**src/hw/gbtrd_pkg.sv**
```systemverilog
package gbtrd_pkg;

    localparam logic [7:0] GBTRD_ADDR_X_HIGH    = 8'h13;
    localparam logic [7:0] GBTRD_ADDR_X_LOW     = 8'h14;
    localparam logic [7:0] GBTRD_ADDR_Y_HIGH    = 8'h15;
    localparam logic [7:0] GBTRD_ADDR_Y_LOW     = 8'h16;
    localparam logic [7:0] GBTRD_ADDR_Z_HIGH    = 8'h17;
    localparam logic [7:0] GBTRD_ADDR_Z_LOW     = 8'h18;
    localparam logic [7:0] GBTRD_ADDR_DIVISOR   = 8'h19;
    localparam logic [7:0] GBTRD_ADDR_CONFIG    = 8'h1A;
    localparam logic [7:0] GBTRD_ADDR_GYRO_CFG  = 8'h1B;

    localparam int         GBTRD_LOWPASS_LSB    = 0;
    localparam int         GBTRD_BYPASS_LSB     = 0;
    localparam logic [2:0] GBTRD_LOWPASS_MAX    = 3'h7;
    localparam logic [1:0] GBTRD_BYPASS_OFF     = 2'h0;

    localparam logic [7:0] GBTRD_RESET_BYTE     = 8'h00;
    localparam logic [7:0] GBTRD_RESET_CONFIG   = 8'h80;

    localparam int         GBTRD_CLK_HZ         = 50000000;
    localparam int         GBTRD_INTERNAL_HZ    = 1000;
    localparam int         GBTRD_TICK_CYCLES    = GBTRD_CLK_HZ / GBTRD_INTERNAL_HZ;
    localparam int         GBTRD_TICK_W         = $clog2(GBTRD_TICK_CYCLES);

    typedef struct packed {
        logic       wr;
        logic [7:0] addr;
        logic [7:0] wdata;
    } gbtrd_reg_req_t;

    typedef struct packed {
        logic signed [15:0] x;
        logic signed [15:0] y;
        logic signed [15:0] z;
    } gbtrd_axes_t;

endpackage

```
**src/hw/gbtrd_core.sv**
```systemverilog
`timescale 1ns/10ps
// Behaviour
// RULE1: x offset is 16-bit signed, high byte at 0x13, low at 0x14, read/write
// RULE2: y offset is 16-bit signed, high byte at 0x15, low at 0x16, read/write
// RULE3: z offset is 16-bit signed, high byte at 0x17, low at 0x18, read/write
// RULE4: each axis output equals raw sample plus its signed offset
// RULE5: output rate is internal rate divided by one plus divisor at 0x19
// RULE6: internal rate that gets divided is one kilohertz
// RULE7: divisor only acts with bypass bits zero and lowpass setting within 1..6
// RULE8: divided rate updates output registers and paces fifo writes
// RULE9: bypass select bits are gyro configuration bits 1 and 0
module gbtrd_core #(
    parameter int TICK_CYCLES = gbtrd_pkg::GBTRD_TICK_CYCLES
) (
    input  wire logic                      clk,
    input  wire logic                      rst_n,
    input  wire logic                      ce,
    input  wire gbtrd_pkg::gbtrd_reg_req_t reg_req,
    output logic [7:0]                     reg_rdata,
    input  wire logic                      raw_valid,
    input  wire gbtrd_pkg::gbtrd_axes_t    raw_sample,
    output gbtrd_pkg::gbtrd_axes_t         gyro_out,
    output logic                           sample_strobe,
    output logic                           fifo_write
);
    import gbtrd_pkg::*;

    // the counter is 24 bits wide and needs two cycles to give a one-cycle tick
    generate
        if (TICK_CYCLES < 2 || TICK_CYCLES > (1 << 24)) begin : g_bad_tick
            $error("tick count out of range");
        end
        // trim decode adds the byte index to the first address, so the six must stay consecutive
        if (GBTRD_ADDR_Z_LOW != GBTRD_ADDR_X_HIGH + 8'h05) begin : g_bad_trim_map
            $error("trim addresses not consecutive");
        end
        if (GBTRD_LOWPASS_LSB + 3 > 8 || GBTRD_BYPASS_LSB + 2 > 8) begin : g_bad_field
            $error("filter field outside its byte");
        end
    endgenerate

    localparam logic [23:0] TICK_LAST = 24'(TICK_CYCLES - 1);

    logic [7:0]         trim_byte [0:5];
    logic [7:0]         output_rate_divisor_value;
    logic [7:0]         config_reg;
    logic [7:0]         gyro_cfg;
    logic [1:0]         filter_bypass_select;
    logic [2:0]         lowpass_setting;
    logic               divider_active;

    logic [23:0]        tick_cnt;
    logic               internal_tick;
    logic [7:0]         div_cnt;
    logic               next_strobe;

    gbtrd_axes_t        held_raw;
    gbtrd_axes_t        trimmed;
    logic signed [15:0] x_bias_trim_value;
    logic signed [15:0] y_bias_trim_value;
    logic signed [15:0] z_bias_trim_value;
    logic signed [15:0] raw_axis  [0:2];
    logic signed [15:0] trim_axis [0:2];
    logic signed [15:0] sum_axis  [0:2];

    // the six trim bytes sit at consecutive addresses
    function automatic logic trim_hit(input logic [7:0] a, input int idx);
        return a == GBTRD_ADDR_X_HIGH + 8'(idx);
    endfunction

    // low-pass codes 0 and 7 keep the fast internal rate, so the divisor is ignored there
    function automatic logic divider_applies(input logic [1:0] bypass, input logic [2:0] lowpass);
        return (bypass == GBTRD_BYPASS_OFF)
            && (lowpass != 3'h0)
            && (lowpass != GBTRD_LOWPASS_MAX);
    endfunction

    genvar g;
    generate
        for (g = 0; g < 6; g++) begin : g_trim
            always_ff @(posedge clk or negedge rst_n) begin
                if (!rst_n) begin
                    trim_byte[g] <= GBTRD_RESET_BYTE;
                end else if (ce && reg_req.wr && trim_hit(reg_req.addr, g)) begin
                    trim_byte[g] <= reg_req.wdata; // RULE1 RULE2 RULE3
                end
            end
        end
    endgenerate

    assign x_bias_trim_value = {trim_byte[0], trim_byte[1]}; // RULE1
    assign y_bias_trim_value = {trim_byte[2], trim_byte[3]}; // RULE2
    assign z_bias_trim_value = {trim_byte[4], trim_byte[5]}; // RULE3

    // a write lands on the edge that takes it; the read mux shows it one cycle on
    always_ff @(posedge clk or negedge rst_n) begin
        if (!rst_n) begin
            output_rate_divisor_value <= GBTRD_RESET_BYTE;
        end else if (ce && reg_req.wr && reg_req.addr == GBTRD_ADDR_DIVISOR) begin
            output_rate_divisor_value <= reg_req.wdata; // RULE5
        end
    end

    // bit 7 resets high; only the low-pass field below it acts here
    always_ff @(posedge clk or negedge rst_n) begin
        if (!rst_n) begin
            config_reg <= GBTRD_RESET_CONFIG;
        end else if (ce && reg_req.wr && reg_req.addr == GBTRD_ADDR_CONFIG) begin
            config_reg <= reg_req.wdata;
        end
    end

    // reserved bit 2 is stored but reads back as zero
    always_ff @(posedge clk or negedge rst_n) begin
        if (!rst_n) begin
            gyro_cfg <= GBTRD_RESET_BYTE;
        end else if (ce && reg_req.wr && reg_req.addr == GBTRD_ADDR_GYRO_CFG) begin
            gyro_cfg <= reg_req.wdata; // RULE9
        end
    end

    // reads follow the address with no wait, so data stands as long as the address does
    always_comb begin
        case (reg_req.addr)
            GBTRD_ADDR_X_HIGH:   reg_rdata = trim_byte[0];
            GBTRD_ADDR_X_LOW:    reg_rdata = trim_byte[1];
            GBTRD_ADDR_Y_HIGH:   reg_rdata = trim_byte[2];
            GBTRD_ADDR_Y_LOW:    reg_rdata = trim_byte[3];
            GBTRD_ADDR_Z_HIGH:   reg_rdata = trim_byte[4];
            GBTRD_ADDR_Z_LOW:    reg_rdata = trim_byte[5];
            GBTRD_ADDR_DIVISOR:  reg_rdata = output_rate_divisor_value;
            GBTRD_ADDR_CONFIG:   reg_rdata = config_reg;
            GBTRD_ADDR_GYRO_CFG: reg_rdata = gyro_cfg & 8'hFB;
            default:             reg_rdata = 8'h00;
        endcase
    end

    assign filter_bypass_select = gyro_cfg[GBTRD_BYPASS_LSB +: 2]; // RULE9
    assign lowpass_setting      = config_reg[GBTRD_LOWPASS_LSB +: 3];
    assign divider_active       = divider_applies(filter_bypass_select, lowpass_setting); // RULE7

    // 1 khz base tick from the 50 mhz clock
    always_ff @(posedge clk or negedge rst_n) begin
        if (!rst_n) begin
            tick_cnt <= 24'h000000;
        end else if (ce) begin
            if (tick_cnt == TICK_LAST) begin
                tick_cnt <= 24'h000000;
            end else begin
                tick_cnt <= tick_cnt + 24'h000001;
            end
        end
    end
    assign internal_tick = (tick_cnt == TICK_LAST); // RULE6

    // divisor writes take effect at the next wrap, so a divisor change never truncates a period
    always_comb begin
        next_strobe = 1'b0;
        if (internal_tick) begin
            next_strobe = !divider_active || (div_cnt == 8'h00); // RULE7
        end
    end

    always_ff @(posedge clk or negedge rst_n) begin
        if (!rst_n) begin
            div_cnt <= 8'h00;
        end else if (ce && internal_tick) begin
            if (!divider_active || div_cnt == 8'h00) begin
                div_cnt <= output_rate_divisor_value; // RULE5
            end else begin
                div_cnt <= div_cnt - 8'h01;
            end
        end
    end

    // latest raw sample is held; only the divided strobe publishes it
    always_ff @(posedge clk or negedge rst_n) begin
        if (!rst_n) begin
            held_raw <= '0;
        end else if (ce && raw_valid) begin
            held_raw <= raw_sample;
        end
    end

    // wraps on overflow, matching plain 16-bit addition; no saturation
    assign raw_axis[0]  = held_raw.x;
    assign raw_axis[1]  = held_raw.y;
    assign raw_axis[2]  = held_raw.z;

    assign trim_axis[0] = x_bias_trim_value;
    assign trim_axis[1] = y_bias_trim_value;
    assign trim_axis[2] = z_bias_trim_value;

    genvar k;
    generate
        for (k = 0; k < 3; k++) begin : g_axis
            assign sum_axis[k] = raw_axis[k] + trim_axis[k]; // RULE4
        end
    endgenerate

    assign trimmed.x = sum_axis[0]; // RULE4
    assign trimmed.y = sum_axis[1]; // RULE4
    assign trimmed.z = sum_axis[2]; // RULE4

    // strobe and fifo write share one source so they can never disagree
    always_ff @(posedge clk or negedge rst_n) begin
        if (!rst_n) begin
            sample_strobe <= 1'b0;
            fifo_write    <= 1'b0;
        end else if (ce) begin
            sample_strobe <= next_strobe; // RULE8
            fifo_write    <= next_strobe; // RULE8
        end
    end

    // data holds between strobes so a slow reader always sees one complete sample
    always_ff @(posedge clk or negedge rst_n) begin
        if (!rst_n) begin
            gyro_out <= '0;
        end else if (ce && next_strobe) begin
            gyro_out <= trimmed; // RULE4 RULE8
        end
    end

endmodule // gbtrd_core

```
**config.mk**
```make
export PLATFORM = sky130hd
export DESIGN_NAME = gbtrd_core
export DESIGN_NICKNAME = d
export VERILOG_FILES = /design/src/hw/gbtrd_pkg.sv /design/src/hw/gbtrd_core.sv
export SDC_FILE = /design/constraint.sdc
export NUM_CORES = 1
export LEC_CHECK = 0
export BUFFER_PORTS_ARGS = -buffer_cell sky130_fd_sc_hd__buf_2
export CORE_ASPECT_RATIO = 2
export CORE_MARGIN = 1.5
export CORE_UTILIZATION = 60
export DETAILED_ROUTE_END_ITERATION = 7
export HOLD_SLACK_MARGIN = 0.12
export MAX_ROUTING_LAYER = met4
export PLACE_DENSITY = 0.82
export REMOVE_ABC_BUFFERS = 1
export SYNTH_ARGS = -nofsm -noshare
export SYNTH_HDL_FRONTEND = slang
export SYNTH_SLANG_ARGS = --single-unit
export TNS_END_PERCENT = 50
```
**constraint.sdc**
```tcl
create_clock -name clk -period 5.3 [get_ports clk]
set_input_delay 0.265 -clock clk [delete_from_list [all_inputs] [get_ports clk]]
set_output_delay 0.265 -clock clk [all_outputs]
set_load 0.01 [all_outputs]
```
==> out/qor.csv, run 1 <==
metric;value;unit
outcome;completed;
critical path launch point type;flip-flop;
Fin. Hold Viols;0;
DRT iter0 DRCs;334;
port bufs;126;
worst hold endpoint;trim_axis[10]$_DFFE_PN0P_;
fin. max-slew vios;0;
dpl cells;1205;
post-route DRC violation count;0;
Hold Crit Depth;2;
sequential share of power;49.5;%
wire length per cell;20.1;um
CP Class;flip-flop to flip-flop;
Worst VDD drop;0.000187;V
number of routed nets with antenna violations;0;
post-synthesis sequential element count;200;
vias in the first global route;8306;
Worst slew margin;44.5;%
RSZ-0062 raised after global routing;no;
Psw;945;uW
initial antenna violation count;0;
Core ar.;0.0168;mm^2
Post-CTS Setup Bufs;0;
crit path capture type;flip-flop;
Die ar.;0.0181;mm^2
Post-Syn Area;0.0104;mm^2
Clock power frac;36.6;%
Internal;2490;uW
leading cell type in the layout, fill and taps excluded;dfrtp_1;
CP required;5660;ps
Die Ht;189;um
period utilization;58.3;%
register area;0.00501;mm^2
number of max-capacitance violations reported;0;
final instance count without filler cells;1286;
arrival time worst endpoint;3450;ps
commonest non-fill, non-tap cells in the layout;dfrtp_1, mux2_2, buf_2;
min-delay worst type;input port to flip-flop;
RR Startpoint;tick_cnt[2]$_DFFE_PN0P_;
post-synthesis sequential area ratio;48.3;%
largest net degree at the start of global routing;103;
GPL Wtd Cong;0.924;
Final WS setup;2210;ps
Post-layout nets;1186;
drt total wl;25900;um
Ports;127;
min cycle time layout;3090;ps
Skew-Pair Late Insertion Delay;440;ps
Logic pwr share;13.9;%
Synth async-reset ratio;100;%
Final Setup Violations;0;
Worst Reg-to-Reg Cells;8;
CTS buffer count;17;
Worst Hold Launch;reg_req[2];
Slew @ Worst Pin;832;ps
clk buf depth;2;
Top FF cell, synth;dfrtp_1;
Mean Syn Cell Area;11.5;um^2
Warnings, synthesis;0;
Multi-input gate area;0.00518;mm^2
CP max FO;24;
area grow syn2layout;18.0;%
Rows;67;
Pre-Repair DR Iteration Count;4;
setup slack, reg-to-reg;2210;ps
synthesized instance count;899;
DP HPWL;17800;um
CTS tree;yes;
Clock Sinks;200;
H-tree depth;4;
Net Sw Frac;27.6;%
grt ovf;0;
Post-Place Worst Slack;2280;ps
first-pass GRT wire length;41600;um
filler cell count in the final layout;1166;
setup TNS;0;ps
Post-synth EDFFs;0;
Vias;7830;
clock slew at reported path FFs;70;ps
Fmax achieved;0.324;GHz
effective utilization at floorplan;61.5;%
share of cells above drive strength 1;29.6;%
Post-Route Utilization;72.5;%
Pleak;0.00607;uW
ant diodes;0;
CTS root buf;clkbuf_16;
PD cells;281;mW/mm^2
post-DR vias/cell;6.09;
gr usage total;31.4;%
Reg-to-Reg End;gyro_out[31]$_DFFE_PN0P_;
Die X;95.9;um
Yosys cell types;60;
clk_skew;10.3;ps
## through the flow
step,total power (uW),hold slack (ps),area [um^2]
detailed placement,2170,402,11200
floorplan,2000,-30.6,10200
CTS,3440,201,12200
finish,3430,222,12200
global route,3570,225,12200
global placement,2150,398,11200
## synthesized netlist by cell type (all sizes together) (9+ instances only)
master  count  share of area, %
a21oi      50               2.4
dfrtp     199                48
nand4      10              0.60
ha         48               5.8
mux4       14               3.0
nor2       40               1.5
a22oi       9              0.65
a21o       15               1.1
nor3       10              0.53
xor2       33               2.8
nand2      93               3.4
mux2      128                14
nand3      19              0.97
o21ai      67               3.2
clkbuf     24              0.88
xnor2      30               2.5
inv        11              0.40
## power by group through the flow
| stage | clock, uW | combinational (uW) | sequential [uW] |
|---|---|---|---|
| after floorplan | 0 | 304 | 1690 |
| after global placement | 0 | 425 | 1720 |
| after detailed placement | 0 | 440 | 1730 |
| after CTS | 1260 | 476 | 1700 |
| after global routing | 1340 | 531 | 1710 |
| final | 1260 | 478 | 1700 |
## routing by layer
layer	track usage (%)	share of wire (%)
met4	17.9	5.9
met1	32.8	35
met5	-	0
met3	4.92	4.0
met2	54.3	55
## layout make-up
class	count	share of cell area (%)
Clock inverter	12	0.891
Sequential cell	200	41.0
Tap cell	207	2.12
Clock buffer	20	3.74
Timing Repair Buffer	180	9.55
Inverter	11	0.338
Multi-Input combinational cell	656	42.4
## what timing repair did
action,4_1_cts,5_1_grt
endpoints found under the hold margin,148,0
endpoints found under the setup margin,0,0
resized for setup,0,0
hold buffers,49,0
## worst max-delay path, cell delays in order (launching register included)
cell and delay (ps):
dfrtp_1 410, nand2_1 120, or3_1 340, nor3_2 150, and3_1 700, nand2_1 680, a211oi_1 380, a21oi_1 60
a31oi_1 150
## how the worst max path moves through the flow
stage | slack [ps] | cells past startpoint | startpoint | endpoint
after floorplan | 1990 | 5 | div_cnt[4]$_DFFE_PN0P_ | gyro_out[0]$_DFFE_PN0P_
after global placement | 2360 | 8 | tick_cnt[19]$_DFFE_PN0P_ | gyro_out[31]$_DFFE_PN0P_
after detailed placement | 2280 | 8 | tick_cnt[2]$_DFFE_PN0P_ | gyro_out[31]$_DFFE_PN0P_
after CTS | 2260 | 8 | tick_cnt[2]$_DFFE_PN0P_ | gyro_out[31]$_DFFE_PN0P_
after global routing | 1910 | 8 | tick_cnt[4]$_DFFE_PN0P_ | gyro_out[31]$_DFFE_PN0P_
final | 2210 | 8 | tick_cnt[2]$_DFFE_PN0P_ | gyro_out[31]$_DFFE_PN0P_
## cell families (layout without fill, tap and decap cells)
| logic type | count (synthesis) | after routing | share of synthesized area [%] |
|---|---|---|---|
| adders and majority gates | 51 | 51 | 6.38 |
| and+or+nand+nor | 216 | 216 | 10.7 |
| xor gates and xnor gates | 63 | 63 | 5.33 |
| muxes | 144 | 144 | 17.2 |
| AOI/OAI and AO/OA | 182 | 182 | 10.5 |
| buffers and inverters | 43 | 223 | 1.68 |
| DFF | 200 | 200 | 48.3 |
Power figures use the tool's default switching activity.
==> inputs of run 2 (changes only) <==
- CORE_UTILIZATION: 60 -> 59
- PLACE_DENSITY: 0.82 -> 0.81
- clock period: 5.3 -> 2.9 ns (I/O delays scaled with it)
==> out/qor.csv, run 2 (synthesis results as in run 1) <==
metric;value;unit;change
outcome;completed;;unchanged
number of routed nets with antenna violations;0;;unchanged
Vias;7947;;was 7830
clk buf depth;2;;unchanged
effective utilization at floorplan;60.3;%;was 61.5%
commonest non-fill, non-tap cells in the layout;dfrtp_1, mux2_2, buf_2;;unchanged
Skew-Pair Late Insertion Delay;450;ps;was 440 ps
DRT iter0 DRCs;376;;was 334
Slew @ Worst Pin;684;ps;was 832 ps
Ports;127;;unchanged
first-pass GRT wire length;42800;um;was 41600 um
Die ar.;0.0184;mm^2;was 0.0181 mm^2
port bufs;126;;unchanged
Post-CTS Setup Bufs;0;;unchanged
critical path launch point type;flip-flop;;unchanged
grt ovf;0;;unchanged
CP max FO;4;;was 24
Post-layout nets;1201;;was 1186
Clock Sinks;200;;unchanged
dpl cells;1217;;was 1205
RSZ-0062 raised after global routing;no;;unchanged
period utilization;92.1;%;was 58.3%
CTS tree;yes;;unchanged
Worst VDD drop;0.000372;V;was 0.000187 V
drt total wl;26700;um;was 25900 um
CP Class;flip-flop to flip-flop;;unchanged
Post-Place Worst Slack;293;ps;was 2280 ps
Final Cell Area;0.0124;mm^2;was 0.0122 mm^2
min cycle time layout;2670;ps;was 3090 ps
register area;0.00501;mm^2;unchanged
Fmax achieved;0.374;GHz;was 0.324 GHz
post-DR vias/cell;6.09;;about the same
Pleak;0.00617;uW;was 0.00607 uW
PD cells;519;mW/mm^2;was 281 mW/mm^2
area grow syn2layout;20.0;%;was 18.0%
clock slew at reported path FFs;80;ps;was 70 ps
Final Setup Violations;0;;unchanged
GPL Wtd Cong;0.951;;was 0.924
leading cell type in the layout, fill and taps excluded;dfrtp_1;;unchanged
crit path capture type;flip-flop;;unchanged
min-delay worst type;input port to flip-flop;;unchanged
vias in the first global route;8369;;was 8306
filler cell count in the final layout;1197;;was 1166
largest net degree at the start of global routing;79;;was 103
share of cells above drive strength 1;30.2;%;was 29.6%
CP required;3230;ps;was 5660 ps
clk_skew;11.0;ps;was 10.3 ps
Die X;96.7;um;was 95.9 um
CTS buffer count;17;;unchanged
initial antenna violation count;0;;unchanged
Area after DPL;0.0112;mm^2;about the same
Pre-Repair DR Iteration Count;4;;unchanged
Worst slew margin;54.4;%;was 44.5%
final instance count without filler cells;1304;;was 1286
post-route DRC violation count;0;;unchanged
gr usage total;30.7;%;was 31.4%
setup TNS;0;ps;unchanged
fin. max-slew vios;0;;unchanged
wire length per cell;20.5;um;was 20.1 um
Multi-input gate area;0.00518;mm^2;about the same
DP HPWL;18400;um;was 17800 um
H-tree depth;4;;unchanged
CTS root buf;clkbuf_16;;unchanged
ant diodes;0;;unchanged
Final WS setup;229;ps;was 2210 ps
number of max-capacitance violations reported;0;;unchanged
arrival time worst endpoint;3000;ps;was 3450 ps
Die Ht;190;um;was 189 um
Core ar.;0.0172;mm^2;was 0.0168 mm^2
Post-Route Utilization;72.3;%;was 72.5%
Fin. Hold Viols;0;;unchanged
Rows;68;;was 67
-- run 2: cell count changes in the layout (fill, tap and decap cells not counted), sizes merged --
| cell | change |
|---|---|
| buf | +9 |
| dlygate4sd3 | +6 |
| clkinv | +4 |
| clkbuf | -3 |
| clkinvlp | -1 |
-- run 2: path summary, 6_finish.rpt --
| check | start | end | slack [ps] | cells after the start |
|---|---|---|---|---|
| max | trim_axis[0]$_DFFE_PN0P_ | gyro_out[14]$_DFFE_PN0P_ | 230 | 10 |
| min | reg_req[1] | output_rate_divisor_value[1]$_DFFE_PN0P_ | 140 | 2 |
| max reg2reg | trim_axis[0]$_DFFE_PN0P_ | gyro_out[14]$_DFFE_PN0P_ | 230 | 10 |
| min reg2reg | tick_cnt[23]$_DFFE_PN0P_ | tick_cnt[23]$_DFFE_PN0P_ | 470 | 1 |
| max in group asynchronous | rst_n | config_reg[7]$_DFFE_PN1P_ | 1720 | 3 |
| min in group asynchronous | rst_n | gyro_out[20]$_DFFE_PN0P_ | 260 | 2 |
-- run 2: per-stage QoR --
stage / power [uW] / hold WS (ps)
after floorplan: 3650 / -151
after global routing: 6700 / 148
final: 6440 / 140
after global placement: 3940 / 204
after CTS: 6450 / 125
after detailed placement: 3980 / 216
-- run 2: repair_timing --
| action | 4_1_cts | 5_1_grt |
|---|---|---|
| endpoints found under the setup margin | 0 | 1 |
| hold endpoints to repair | 152 | 0 |
| gates resized for setup | 0 | 1 |
| hold buffers | 55 | 0 |
-- run 2: where the power goes --
group / internal, uW / leakage (uW) / switching (uW)
Combinational: 435 / 0.00322 / 470
Clock: 1190 / 0.000302 / 1240
Sequential: 2950 / 0.00265 / 164
Total: 4570 / 0.00617 / 1880
-- run 2: final cells by class --
type                    count  area share (%)
multi-input cells         656            41.7
clock buffers              17            3.42
well taps                 210            2.11
clock inverters            15            1.62
flip-flops and latches    200            40.3
inverters                  11           0.332
repair buffers            195            10.5
-- run 2: per-layer routing --
metal / vias up / global-route usage [%] / part of all wire [%]
li1: 3613 / - / -
met1: 3985 / 31.5 / 35
met2: 255 / 55.5 / 55
met3: 94 / 4.99 / 3.9
met4: 0 / 16.7 / 5.5
met5: - / - / 0
-- run 2: worst max-delay path: stages (launching register included) --
cell	delay (ps)
dfrtp_1	410
ha_1	230
fa_1	430
a21o_1	230
a21oi_1	300
o21bai_1	120
a21oi_2	260
nor3b_1	90
nor3_1	220
xor2_1	180
o21ai_0	90
==> inputs of run 3 (changes only) <==
- CORE_UTILIZATION: 59 -> 50
- PLACE_DENSITY: 0.81 -> 0.7
==> out/qor.csv, run 3 (synthesis results as in run 1) <==
metric;value;unit;change
outcome;completed;;unchanged
largest net degree at the start of global routing;80;;was 79
vias in the first global route;8085;;was 8369
clk buf depth;2;;unchanged
total power;6590;uW;was 6440 uW
share of cells above drive strength 1;29.9;%;was 30.2%
Slew @ Worst Pin;664;ps;was 684 ps
Post-Place Worst Slack;357;ps;was 293 ps
Vias;7667;;was 7947
H-tree depth;4;;unchanged
Clock power frac;39.3;%;was 37.7%
ant diodes;0;;unchanged
Net Sw Frac;25.1;%;was 29.1%
met3 usage;3.92;%;was 4.99%
clock slew at reported path FFs;70;ps;was 80 ps
Worst Reg-to-Reg Cells;9;;was 10
min cycle time layout;2600;ps;was 2670 ps
Reg-to-Reg End;gyro_out[10]$_DFFE_PN0P_;;was gyro_out[14]$_DFFE_PN0P_
crit path capture type;flip-flop;;unchanged
CTS root buf;clkbuf_16;;unchanged
grt ovf;0;;unchanged
drt total wl;25700;um;was 26700 um
M2 GR Usage;46.1;%;was 55.5%
met1 Use GR;26.3;%;was 31.5%
Worst Hold Launch;reg_req[5];;was reg_req[1]
Worst VDD drop;0.000433;V;was 0.000372 V
Top cell by count, worst path;a21oi_1;;
Skew-Pair Late Insertion Delay;450;ps;about the same
Psw;1650;uW;was 1880 uW
worst hold endpoint;trim_axis[37]$_DFFE_PN0P_;;was output_rate_divisor_value[1]$_DFFE_PN0P_
setup slack, reg-to-reg;300;ps;was 230 ps
port bufs;126;;unchanged
Die ar.;0.0216;mm^2;was 0.0184 mm^2
area grow syn2layout;21.0;%;was 20.0%
effective utilization at floorplan;50.8;%;was 60.3%
first-pass GRT wire length;41100;um;was 42800 um
Fin. Hold Viols;0;;unchanged
CP required;3230;ps;about the same
fin. max-slew vios;0;;unchanged
CTS buffer count;17;;unchanged
RR Startpoint;trim_axis[0]$_DFFE_PN0P_;;unchanged
crit path max-delay cell type;fa_1;;unchanged
leading cell type in the layout, fill and taps excluded;dfrtp_1;;unchanged
arrival time worst endpoint;2940;ps;was 3000 ps
Internal;4930;uW;was 4570 uW
Rows;74;;was 68
Ports;127;;unchanged
Final Setup Violations;0;;unchanged
DRT iter0 DRCs;314;;was 376
DP HPWL;18900;um;was 18400 um
busiest grt layer;met2;;unchanged
Clock Sinks;200;;unchanged
initial antenna violation count;0;;unchanged
Hold Crit Depth;2;;unchanged
Pleak;0.00619;uW;was 0.00617 uW
Post-layout nets;1201;;unchanged
CP max FO;4;;unchanged
CP Class;flip-flop to flip-flop;;unchanged
commonest non-fill, non-tap cells in the layout;dfrtp_1, mux2_2, buf_2;;unchanged
Die X;105;um;was 96.7 um
period utilization;89.7;%;was 92.1%
Logic pwr share;13.5;%;was 14.0%
crit-path cells;ha_1 -> fa_1 -> a21o_1 -> a21oi_1 -> o21bai_1 -> a21oi_1 -> o31a_1 -> xnor2_1 -> mux2_2;;was ha_1 -> fa_1 -> a21o_1 -> a21oi_1 -> o21bai_1 -> a21oi_2 -> nor3b_1 -> nor3_1 -> xor2_1 -> o21ai_0
Worst slew margin;55.7;%;was 54.4%
Largest stage delay, worst path;420;ps;was 430 ps
clk_skew;9.66;ps;was 11.0 ps
number of routed nets with antenna violations;0;;unchanged
Fmax achieved;0.384;GHz;was 0.374 GHz
Pre-Repair DR Iteration Count;5;;was 4
wire length per cell;18.9;um;was 20.5 um
CTS tree;yes;;unchanged
PD cells;526;mW/mm^2;was 519 mW/mm^2
min-delay worst type;input port to flip-flop;;unchanged
gr usage total;25.6;%;was 30.7%
GPL Wtd Cong;0.933;;was 0.951
Die Ht;207;um;was 190 um
post-route DRC violation count;0;;unchanged
Core ar.;0.0204;mm^2;was 0.0172 mm^2
post-DR vias/cell;5.65;;was 6.09
RSZ-0062 raised after global routing;no;;unchanged
critical path launch point type;flip-flop;;unchanged
Final WS setup;298;ps;was 229 ps
sequential share of power;47.2;%;was 48.3%
number of max-capacitance violations reported;0;;unchanged
==> run 3: cell count changes in the layout (fill, tap and decap cells not counted), sizes merged <==
cell      change
clkbuf        +2
clkinvlp      +1
inv           -3
bufinv        +5
clkinv        -7
==> run 3: through the flow <==
step | hold WS [ps] | setup TNS, ps | cells | utilization [%] | cell area, um^2
global placement | 214 | 0 | 1273 | 55.7 | 11300
finish | 133 | 0 | 1358 | 61.5 | 12500
detailed placement | 216 | 0 | 1273 | 55.7 | 11300
floorplan | -151 | -8860 | 867 | - | 10200
global route | 136 | 0 | 1358 | 61.5 | 12500
CTS | 120 | 0 | 1358 | 61.5 | 12500
==> run 3: cell type report <==
cell class                 instances  area [um^2]
multi-input combinational        656         5180
fill                            1724         7840
tap                              266          333
clock buffer                      19          443
sequential                       200         5010
clock inverter                    11          194
inverter                          11         41.3
timing repair buffer             195         1330
==> run 3: worst max-delay path, delay by kind of cell, from the launching register on <==
kind	cells	cell delay, ps
AOI/OAI and AO/OA	5	1120
adders and majority gates	2	650
DFF	1	400
muxes	1	260
xor gates and xnor gates	1	80
==> run 3: worst max-delay path by stage <==
stage / from / end / cells after the start
finish: trim_axis[0]$_DFFE_PN0P_ / gyro_out[10]$_DFFE_PN0P_ / 9
global route: trim_axis[34]$_DFFE_PN0P_ / gyro_out[47]$_DFFE_PN0P_ / 9
CTS: trim_axis[0]$_DFFE_PN0P_ / gyro_out[14]$_DFFE_PN0P_ / 10
detailed placement: trim_axis[2]$_DFFE_PN0P_ / gyro_out[15]$_DFFE_PN0P_ / 9
global placement: trim_axis[0]$_DFFE_PN0P_ / gyro_out[10]$_DFFE_PN0P_ / 9
floorplan: div_cnt[4]$_DFFE_PN0P_ / gyro_out[0]$_DFFE_PN0P_ / 5
==> run 3: timing repair <==
action	4_1_cts	5_1_grt
endpoints found under the hold margin	154	0
buffers inserted	0	0
gates resized for setup	0	0
hold buffers	55	0
==> run 3: power by group through the flow <==
| stage | sequential, uW | clock, uW | combinational [uW] |
|---|---|---|---|
| after global placement | 3150 | 0 | 810 |
| after CTS | 3110 | 2640 | 894 |
| after global routing | 3130 | 2750 | 988 |
| final | 3110 | 2590 | 890 |
| after floorplan | 3100 | 0 | 555 |
| after detailed placement | 3160 | 0 | 828 |
==> run 3: layer usage <==
metal  part of all wire [%]  wire, um
met5                      0         0
met4                    4.8      1220
met3                    3.3       840
met2                     55     14200
met1                     37      9370
